--- config.mk ---
export PLATFORM = sky130hd
export DESIGN_NAME = ddrsw_ctl_flat
export DESIGN_NICKNAME = d
export VERILOG_FILES = /design/src/hw/ddrsw_pkg.sv /design/src/hw/ddrsw_if.sv /design/src/hw/ddrsw_ctl.sv /design/src/flat_wrapper.sv
export VERILOG_INCLUDE_DIRS = /design/src /design/src/hw
export SDC_FILE = /design/constraint.sdc
export NUM_CORES = 2
export LEC_CHECK = 0
export BUFFER_PORTS_ARGS = -buffer_cell sky130_fd_sc_hd__buf_2
export CAP_MARGIN = 15
export CORE_MARGIN = 8
export CORE_UTILIZATION = 56
export CTS_CLUSTER_SIZE = 14
export DETAILED_ROUTE_END_ITERATION = 8
export PLACE_DENSITY_LB_ADDON = 0.12
export SLEW_MARGIN = 30
export SYNTH_ARGS = -nofsm -noshare
export SYNTH_HDL_FRONTEND = slang
export SYNTH_SLANG_ARGS = --single-unit
--- constraint.sdc ---
create_clock -name mclk -period 6.2 [get_ports mclk]
set_input_delay 0.31 -clock mclk [delete_from_list [all_inputs] [get_ports mclk]]
set_output_delay 0.31 -clock mclk [all_outputs]
set_load 0.03 [all_outputs]
--- src/hw/ddrsw_map.svh ---
`ifndef DDRSW_MAP_SVH
`define DDRSW_MAP_SVH

// words moved by one access, one per sub-array
`define DDRSW_BURST       4
// bits gated by one byte write select
`define DDRSW_LANE_W      9
// narrow configuration: 18 data bits, 18 address inputs
`define DDRSW_DATA_W      18
`define DDRSW_ADDR_W      18
// wide configuration: 36 data bits, 17 address inputs
`define DDRSW_DATA_W_WIDE 36
`define DDRSW_ADDR_W_WIDE 17
// depth of the controller's request queue
`define DDRSW_FIFO_DEPTH  32
// burst beat counters
`define DDRSW_CNT_W       3
`define DDRSW_CNT_IDLE    3'h0
`define DDRSW_CNT_FULL    3'h4
`define DDRSW_CNT_LAST    3'h1
// select pins idle high after reset
`define DDRSW_SEL_IDLE    1'h1

`endif

--- src/hw/ddrsw_pkg.sv ---
package ddrsw_pkg;

  // kind of access queued at the controller
  typedef enum logic
  {
    DDRSW_OP_READ,
    DDRSW_OP_WRITE
  } ddrsw_op_t;

endpackage

--- src/hw/ddrsw_if.sv ---
`timescale 1ns/100ps
`default_nettype none
`include "ddrsw_map.svh"

// memory link; each mclk edge stands for one input clock rising edge,
// k_rise high for the positive clock and low for the complementary one
interface ddrsw_if #(
  parameter int DATA_W = `DDRSW_DATA_W,
  parameter int ADDR_W = `DDRSW_ADDR_W
);
  localparam int NLANE = DATA_W / `DDRSW_LANE_W;

  logic              k_rise;
  logic              write_port_select_n;
  logic              read_port_select_n;
  logic [ADDR_W-1:0] addr;
  logic [DATA_W-1:0] d;
  logic [NLANE-1:0]  byte_write_select_n;
  logic [DATA_W-1:0] q;
  logic              q_oe_n;

  modport dev (
    input  k_rise,
    input  write_port_select_n,
    input  read_port_select_n,
    input  addr,
    input  d,
    input  byte_write_select_n,
    output q,
    output q_oe_n
  );

  modport ctl (
    output k_rise,
    output write_port_select_n,
    output read_port_select_n,
    output addr,
    output d,
    output byte_write_select_n,
    input  q,
    input  q_oe_n
  );
endinterface

`default_nettype wire

--- src/hw/ddrsw_ctl.sv ---
`timescale 1ns/100ps
`default_nettype none
`include "ddrsw_map.svh"

// request queue with valid/ready on both sides
module ddrsw_fifo #(
  parameter int WIDTH = 8,
  parameter int DEPTH = `DDRSW_FIFO_DEPTH
) (
  input  wire logic             mclk,
  input  wire logic             sys_rst,
  input  wire logic             in_valid,
  output logic                  in_ready,
  input  wire logic [WIDTH-1:0] in_data,
  output logic                  out_valid,
  input  wire logic             out_ready,
  output logic [WIDTH-1:0]      out_data
);
  localparam int PW = $clog2(DEPTH);

  typedef struct packed
  {
    logic [PW-1:0] rd_ptr;
    logic [PW-1:0] wr_ptr;
    logic [PW:0]   count;
  } ddrsw_fifo_state_t;

  ddrsw_fifo_state_t st;
  ddrsw_fifo_state_t next_st;
  logic [WIDTH-1:0]  mem [DEPTH];
  logic              push;
  logic              pop;

  // full and empty come straight from the count
  always_comb
  begin
    in_ready  = st.count != (PW+1)'(DEPTH);
    out_valid = st.count != '0;
    push      = in_valid && in_ready;
    pop       = out_valid && out_ready;
    next_st   = st;
    if (push)
      next_st.wr_ptr = PW'(st.wr_ptr + 1'h1);
    if (pop)
      next_st.rd_ptr = PW'(st.rd_ptr + 1'h1);
    next_st.count = st.count + (PW+1)'(push) - (PW+1)'(pop);
  end

  always_ff @(posedge mclk)
  begin
    if (sys_rst)
      st <= '0;
    else
      st <= next_st;
  end

  always_ff @(posedge mclk)
  begin
    if (push)
      mem[st.wr_ptr] <= in_data;
  end

  assign out_data = mem[st.rd_ptr];
endmodule

// controller end: queues whole bursts and issues them on the link
module ddrsw_ctl #(
  parameter int DATA_W = `DDRSW_DATA_W,
  parameter int ADDR_W = `DDRSW_ADDR_W,
  parameter int DEPTH  = `DDRSW_FIFO_DEPTH
) (
  input  wire logic                            mclk,
  input  wire logic                            sys_rst,
  ddrsw_if.ctl                                 link,
  input  wire logic                            req_valid,
  output logic                                 req_ready,
  input  wire ddrsw_pkg::ddrsw_op_t            req_op,
  input  wire logic [ADDR_W-1:0]               req_addr,
  input  wire logic [`DDRSW_BURST*DATA_W-1:0]  req_data,
  input  wire logic [`DDRSW_BURST*DATA_W/`DDRSW_LANE_W-1:0] req_byte_sel_n,
  output logic [DATA_W-1:0]                    rd_data,
  output logic                                 rd_valid
);
  localparam int NLANE = DATA_W / `DDRSW_LANE_W;
  localparam int BW    = `DDRSW_BURST * DATA_W;
  localparam int SW    = `DDRSW_BURST * NLANE;
  localparam int FW    = 1 + ADDR_W + BW + SW;

  typedef struct packed
  {
    logic                    k_rise;
    logic                    last_read;
    logic [`DDRSW_CNT_W-1:0] wr_left;
    logic [`DDRSW_CNT_W-1:0] rd_left;
    logic [BW-1:0]           wbuf;
    logic [SW-1:0]           sbuf;
    logic                    wps_n;
    logic                    rps_n;
    logic [ADDR_W-1:0]       addr;
    logic [DATA_W-1:0]       d;
    logic [NLANE-1:0]        bws_n;
    logic [DATA_W-1:0]       rdata;
    logic                    rvalid;
  } ddrsw_ctl_state_t;

  ddrsw_ctl_state_t  st;
  ddrsw_ctl_state_t  next_st;
  logic              head_valid;
  logic              head_ready;
  logic [FW-1:0]     head;
  ddrsw_pkg::ddrsw_op_t head_op;
  logic [1:0]        beat;
  logic              slot;

  ddrsw_fifo #(
    .WIDTH (FW),
    .DEPTH (DEPTH)
  ) u_queue (
    .mclk      (mclk),
    .sys_rst   (sys_rst),
    .in_valid  (req_valid),
    .in_ready  (req_ready),
    .in_data   ({req_op, req_addr, req_data, req_byte_sel_n}),
    .out_valid (head_valid),
    .out_ready (head_ready),
    .out_data  (head)
  );

  // a request launches on the edge before a positive clock edge, only when
  // its port is free; a waiting head holds back the queue, and the user port stalls only once the queue is full
  always_comb
  begin
    head_op    = ddrsw_pkg::ddrsw_op_t'(head[FW-1]);
    slot       = !st.k_rise;
    head_ready = head_valid && slot &&
                 ((head_op == ddrsw_pkg::DDRSW_OP_WRITE) ? st.wr_left <= `DDRSW_CNT_LAST
                                                         : st.rd_left <= `DDRSW_CNT_LAST);
    beat       = 2'(`DDRSW_CNT_FULL - st.wr_left);
  end

  // link sequencing
  always_comb
  begin
    next_st        = st;
    next_st.k_rise = !st.k_rise;
    next_st.wps_n  = `DDRSW_SEL_IDLE;
    next_st.rps_n  = `DDRSW_SEL_IDLE;
    next_st.rvalid = !link.q_oe_n;
    if (!link.q_oe_n)
      next_st.rdata = link.q;
    // one beat with its own lane selects per edge
    if (st.wr_left != `DDRSW_CNT_IDLE)
    begin
      next_st.d       = st.wbuf[(`DDRSW_BURST-1-beat)*DATA_W +: DATA_W];
      next_st.bws_n   = st.sbuf[(`DDRSW_BURST-1-beat)*NLANE +: NLANE];
      next_st.wr_left = st.wr_left - `DDRSW_CNT_LAST;
    end
    if (st.rd_left != `DDRSW_CNT_IDLE)
      next_st.rd_left = st.rd_left - `DDRSW_CNT_LAST;
    // one launch per positive edge keeps read and write addresses apart
    if (head_ready)                                                   // RULE16
    begin
      next_st.addr      = head[FW-2 -: ADDR_W];
      next_st.last_read = head_op == ddrsw_pkg::DDRSW_OP_READ;
      if (head_op == ddrsw_pkg::DDRSW_OP_WRITE)
      begin
        next_st.wps_n   = 1'h0;
        next_st.wr_left = `DDRSW_CNT_FULL;
        next_st.wbuf    = head[SW +: BW];
        next_st.sbuf    = head[SW-1:0];
      end
      else
      begin
        next_st.rps_n   = 1'h0;
        next_st.rd_left = `DDRSW_CNT_FULL;
      end
    end
  end

  always_ff @(posedge mclk)
  begin
    if (sys_rst)
    begin
      st       <= '0;
      st.wps_n <= `DDRSW_SEL_IDLE;
      st.rps_n <= `DDRSW_SEL_IDLE;
      st.bws_n <= '1;
    end
    else
    begin
      st <= next_st;
    end
  end

  assign link.k_rise              = st.k_rise;
  assign link.write_port_select_n = st.wps_n;
  assign link.read_port_select_n  = st.rps_n;
  assign link.addr                = st.addr;
  assign link.d                   = st.d;
  assign link.byte_write_select_n = st.bws_n;
  assign rd_data                  = st.rdata;
  assign rd_valid                 = st.rvalid;
endmodule

`default_nettype wire

--- src/flat_wrapper.sv ---
// flat-port wrapper written by rule: the top's interface ports become plain ports
module ddrsw_ctl_flat 
#(
  parameter int DATA_W = `DDRSW_DATA_W,
  parameter int ADDR_W = `DDRSW_ADDR_W,
  parameter int DEPTH  = `DDRSW_FIFO_DEPTH
)
  (mclk, sys_rst, req_valid, req_ready, req_op, req_addr, req_data, req_byte_sel_n, rd_data, rd_valid, link_k_rise, link_write_port_select_n, link_read_port_select_n, link_addr, link_d, link_byte_write_select_n, link_q, link_q_oe_n);
  ddrsw_if #(.DATA_W(DATA_W), .ADDR_W(ADDR_W)) link_i ();
  input  wire logic mclk;
  input  wire logic sys_rst;
  input  wire logic req_valid;
  output logic req_ready;
  input  wire ddrsw_pkg::ddrsw_op_t req_op;
  input  wire logic [ADDR_W-1:0] req_addr;
  input  wire logic [`DDRSW_BURST*DATA_W-1:0] req_data;
  input  wire logic [`DDRSW_BURST*DATA_W/`DDRSW_LANE_W-1:0] req_byte_sel_n;
  output logic [DATA_W-1:0] rd_data;
  output logic rd_valid;
  output wire logic [$bits(link_i.k_rise)-1:0] link_k_rise;
  output wire logic [$bits(link_i.write_port_select_n)-1:0] link_write_port_select_n;
  output wire logic [$bits(link_i.read_port_select_n)-1:0] link_read_port_select_n;
  output wire logic [$bits(link_i.addr)-1:0] link_addr;
  output wire logic [$bits(link_i.d)-1:0] link_d;
  output wire logic [$bits(link_i.byte_write_select_n)-1:0] link_byte_write_select_n;
  input wire logic [$bits(link_i.q)-1:0] link_q;
  input wire logic [$bits(link_i.q_oe_n)-1:0] link_q_oe_n;
  assign link_k_rise = link_i.k_rise;
  assign link_write_port_select_n = link_i.write_port_select_n;
  assign link_read_port_select_n = link_i.read_port_select_n;
  assign link_addr = link_i.addr;
  assign link_d = link_i.d;
  assign link_byte_write_select_n = link_i.byte_write_select_n;
  assign link_i.q = link_q;
  assign link_i.q_oe_n = link_q_oe_n;
  ddrsw_ctl #(.DATA_W(DATA_W), .ADDR_W(ADDR_W), .DEPTH(DEPTH)) u_core (.mclk(mclk), .sys_rst(sys_rst), .link(link_i), .req_valid(req_valid), .req_ready(req_ready), .req_op(req_op), .req_addr(req_addr), .req_data(req_data), .req_byte_sel_n(req_byte_sel_n), .rd_data(rd_data), .rd_valid(rd_valid));
endmodule
# Word level (Yosys, flattened, before mapping)
# Memories as Yosys holds them, arrays and structs flattened. A register that Yosys moved wholly into a read port is not among the register bits.
# Index checks and enable logic that the tools add are counted.
# classes
mux	12
shift	2
order_cmp	2
n_reduce_logical	11
add_sub_neg	8
bitwise_logic	1
mul	1
n_eq_ne	1
# op_table
op	n
$mux 106	1
$mux 81	1
$shiftx 72x33->18	1
$shiftx 8x33->2	1
$mul 32x4->31 const B	1
$mux 3	4
$add 5x1->5 const B	2
$mux 5	2
$add 6x1->6	1
$le 3x1->1 const B	2
$ne 6x6->1 const B	1
$reduce_bool 3->1	2
$reduce_bool 6->1	1
$sub 3x1->3 const B	2
$sub 6x1->6	1
$logic_and 1x1->1	4
$mux 1	4
$sub 2x2->3 const A	1
$logic_not 1->1	2
$reduce_and 2->1	1
$reduce_or 2->1	1
$sub 1x2->2 const A	1
$not 1->1	1
# word_totals
register_bits	162
memories	1
elab_cells	54
mem_bits_rw	3168
# mem_list
name	depth	word_bits	rd	rd_clocked_by_memory_dff	write_ports	line	text
u_core.u_queue.mem	32	99	1	1	1	ddrsw_ctl.sv:30	logic [WIDTH-1:0] mem [DEPTH];

# Depth between registers and ports, before layout
# logic_depth
word_depth	6
ltp_mapped	19
ltp_nobuf	17

# By module
# A second synthesis with hierarchy kept.
# unflattened
hier_cells	6292
hier_area_um2	127173.2
# by_module_without_submodules
mod	cells_per_inst	seq_area_each_um2	instances	area_per_inst_um2
ddrsw_fifo	5569	95551.6	1	120670.7
ddrsw_ctl	723	2922.8	1	6502.5

# Worst setup path before layout
# Ideal clock, no wire load.
# synth_path
path_kind	reg-to-reg
startpoint	reg u_core.u_queue.st[2] (netlist name)
endpoint	mem u_core.u_queue.mem[21][0] (netlist name), enable pin
slack_ns	-0.142
t_required_ns	5.642
arrival_time_ns	5.784
period_less_slack_ns	6.342
path_stages_with_launch	9
path_cell_list	dfxtp_1 -> inv_1 -> ha_1 -> nor3b_1 -> nand2_1 -> and2_1 -> clkbuf_1 -> nand2_1 -> nor2_1
# synth_via
elab_chain_cells	4
# synth_lines
element	line	text
start: declaration	ddrsw_ctl.sv:28	ddrsw_fifo_state_t st;
start signal: assignment	ddrsw_ctl.sv:54	st <= next_st;
$ne 6x6->1	ddrsw_ctl.sv:37	in_ready = st.count != (PW+1)'(DEPTH);
net req_ready	flat_wrapper.sv:13	output logic req_ready;
$logic_and 1x1->1	ddrsw_ctl.sv:39	push = in_valid && in_ready;
$mux 1	ddrsw_ctl.sv:59	if (push)
$mux 1 (not written as such)	ddrsw_ctl.sv:60	mem[st.wr_ptr] <= in_data;
end: declaration	ddrsw_ctl.sv:30	
# The timed path passes the listed nets, and every way through them passes these cells.

==> metrics.md <==
| Metric | Value |
|---|---|
| Met3 WL | `30200 µm` |
| #FFs+latches synth | `3335` |
| RSZ-0062 raised after global routing | `false` |
| Post-CTS Setup Inserts | `0` |
| Post-Syn Area | `0.127 mm²` |
| Placed cell count | `8326` |
| Max Used Layer | `met5` |
| Top post-synthesis cells by area | `edfxtp_1, mux4_2, dfxtp_1` |
| Crit-path cells | `nor2b_1 > o2bb2ai_1 > a211oi_2 > a31oi_2 > and3_1 > nor2_2 > buf_4 > xnor2_1 > ha_1 > inv_1 > fa_1 > inv_1 > a21oi_1 > nor2_1 > nor2_1 > xor2_1 > nor2_1` |
| Top FF cell, synth | `edfxtp_1` |
| Largest net degree at the start of global routing | `170` |
| Layout cells sized above 1 | `29.9%` |
| Cell type with the highest aggregate area in the netlist | `edfxtp_1` |
| Routed Antenna Nets | `0` |
| Total nets after synthesis | `5511` |
| Critical Path Start Type | `flop` |
| Clock Root Buffer | `clkbuf_16` |
| Worst slew pin tran | `1.10 ns` |
| Avg Vias per Cell | `6.56` |
| All-Layer GR Usage | `26.4%` |
| Row cnt | `174` |
| Worst path max stage delay | `0.94 ns` |
| VDD IR-drop max | `0.309 mV` |
| CTS Buf Count | `347` |
| Hold Vio Cnt, Final | `0` |
| Final Instance Area | `0.144 mm²` |
| Placement Cell Area | `0.132 mm²` |
| IO Count | `182` |
| Global-route wire length before repair | `454000 µm` |
| P_leak | `44.1 nW` |
| Clock share of power | `37.7%` |
| Worst Setup Path Type | `flop to flop` |
| Routed len/inst | `35.3 µm` |
| Die H | `492 µm` |
| Synth unique cells | `48` |
| Detailed Route WL | `321000 µm` |
| Hpwl dp | `154000 µm` |
| Final non-filler cell total | `9102` |
| Chip width | `492 µm` |
| Slew margin rel. | `26.9%` |
| Initial antenna violation count | `42` |
| Max frequency | `0.230 GHz` |
| Hold Crit Class | `input pin to flop` |
| Final Skew | `0.0446 ns` |
| Number of port buffers | `181` |
| Nets | `5965` |
| Hold Buf Count CTS | `139` |
| Total number of yosys warnings | `0` |
| Initial DRC Count | `7302` |
| Period utilisation layout | `70.2%` |
| Setup Viol. Count Final | `0` |
| GRT overflow | `0` |
| Min Hold Slack | `0.0914 ns` |
| Outcome | `finished clean` |
| Fin crit period | `4.35 ns` |
| Slowest cell on the critical path | `dfxtp_4` |
| Post-synth EDFFs | `3168` |
| Routability cong. | `0.765` |
| CP arrival | `5.14 ns` |
| Layout area overhead | `13.9%` |
| CTS H-Tree Depth | `5` |
| PwrDens | `375 mW/mm²` |
| Drt drc | `0` |
| Vias in the first global route | `60300` |
| CP dominant cell by count | `nor2_1` |
| Combinational power share | `14.2%` |
| FFs w/ async S/R, synth | `0%` |
| First-pass DRT Iterations | `8` |
| Clock latency at the later pin of the worst-skew pair | `0.95 ns` |
| CTS tree | `built` |
| Fraction of power spent switching nets | `24.1%` |
| Metal-1 WL | `128000 µm` |
| Routed met2 length | `153000 µm` |
| Post_cts resized | `0` |
| CP Capture Type | `flop` |
| Int Power | `41.1 mW` |
| Die area | `0.242 mm²` |
| Initial Util | `56.4%` |
| Post-Syn Area per Cell | `23.6 µm²` |
| Crit-path max FO | `35` |
| Synth top area share | `75.0%` |
| Clock Path Buffers | `4` |
| Via count | `59700` |
| Sequential element share of the synthesized area | `77.6%` |
| Seq pwr share | `48.2%` |
| Synthesized instance count | `5370` |
| P_sw | `13.1 mW` |
| Max-cap viol count | `0` |
| CP required | `6.99 ns` |
| Number of max-slew violations in the final report | `0` |
| Worst-path clk slew | `0.06 ns` |
| Sinks on Clock Net | `3335` |
| Core area | `0.225 mm²` |
## placed cells by master, fill, tap and decap left out, drive strengths merged, types with 12 or more instances in the layout
master / instances
edfxtp: 3168
a31o: 18
bufinv: 31
a21oi: 132
mux2i: 187
buf: 319
o21ai: 81
nand3: 25
clkbuf: 468
dfxtp: 167
mux4: 962
inv: 21
ha: 19
nand2: 52
nor2: 79
diode: 21
dlygate4sd3: 139
clkinv: 95
a22oi: 38
nor2b: 12
clkinvlp: 14
## area by class of cell
type,count,area [µm²]
clock buffers,468,9620
fillers,14700,80600
multi-input cells,1667,26800
diodes,21,52.6
inverters,15,61.3
flip-flops and latches,3335,98500
well taps,2992,3740
clock inverters,146,1520
repair buffers,458,4200
## power groups by stage
stage	registers [mW]	logic, mW	clock network, mW
3_3_place_gp	26.6	7.52	0
3_5_place_dp	26.6	7.62	0
6_report	26.1	7.68	20.4
2_1_floorplan	26.0	5.77	0
5_1_grt	26.1	8.24	21.6
4_1_cts	26.1	7.72	20.7
## metal layers
layer | up-vias | GRT usage [%]
li1 | 23800 | -
met1 | 32400 | 37.9
met2 | 2972 | 41.5
met3 | 499 | 5.98
met4 | 24 | 7.41
met5 | - | 0
## critical path, delay by kind of cell (launching register included)
kind	cells	cell delay [ns]
AO/OA/AOI/OAI	4	0.62
XOR/XNOR	2	0.28
adder cells (fa/ha/maj)	2	0.62
buffers and inverters	3	0.49
flip-flops	1	0.94
AND/OR/NAND/NOR	6	1.25
## final timing paths
path / startpoint / endpoint / slack (ns) / cells past startpoint
setup / recovery: flop / u_core.u_queue.st[4] / 1.85 / 17
hold / removal: req_valid / u_core.u_queue.st[6] / 0.09 / 4
setup reg to reg: flop / u_core.u_queue.st[4] / 1.85 / 17
hold reg to reg: u_core.link.d[13] / u_core.link.d[13] / 0.46 / 2
## state kept, by name, summed over array words and instances (netlist names), named ones only
register	cells
u_core.link.addr	18
u_core.link.byte_write_select_n	2
u_core.link.d	18
u_core.link.k_rise	1
u_core.link.read_port_select_n	1
u_core.link.write_port_select_n	1
u_core.rd_data	18
u_core.rd_valid	1
u_core.st	86
u_core.u_queue.mem	3168
u_core.u_queue.st	16
## stage by stage
| stage | TNS [ns] | power, mW | setup slack (ns) | util (%) |
|---|---|---|---|---|
| after floorplan | -331.09 | 31.8 | -0.142 | - |
| final | 0 | 54.2 | 1.85 | 64.2 |
| after global routing | 0 | 56.0 | 1.52 | 64.2 |
| after CTS | 0 | 54.6 | 1.86 | 64.1 |
| after global placement | 0 | 34.1 | 1.82 | 58.5 |
| after detailed placement | 0 | 34.2 | 1.86 | 58.6 |
## cells by family (layout without fill, tap and decap cells)
logic type	Yosys count	in the layout	synth area share, %
AOI/OAI and AO/OA	288	288	1.34
xor gates and xnor gates	10	10	0.0690
adders and majority gates	20	20	0.203
buffers and inverters	368	1087	1.49
DFF	3335	3335	77.6
muxes	1156	1156	18.6
other	0	21	0
and+or+nand+nor	193	193	0.673
## synthesized netlist by cell type (all sizes together) (3+ instances only)
library cell,instances
nand2,52
xor2,4
clkbuf,89
mux4,962
ha,19
nor3,5
mux2,7
dfxtp,167
a21oi,132
inv,14
nand2b,4
o21ai,81
edfxtp,3168
buf,264
a211oi,6
a22oi,38
nor3b,3
nor2,79
a31o,18
nor2b,12
a21o,3
xnor2,6
mux2i,187
nand3,25
(Power assumes the default switching activity.)
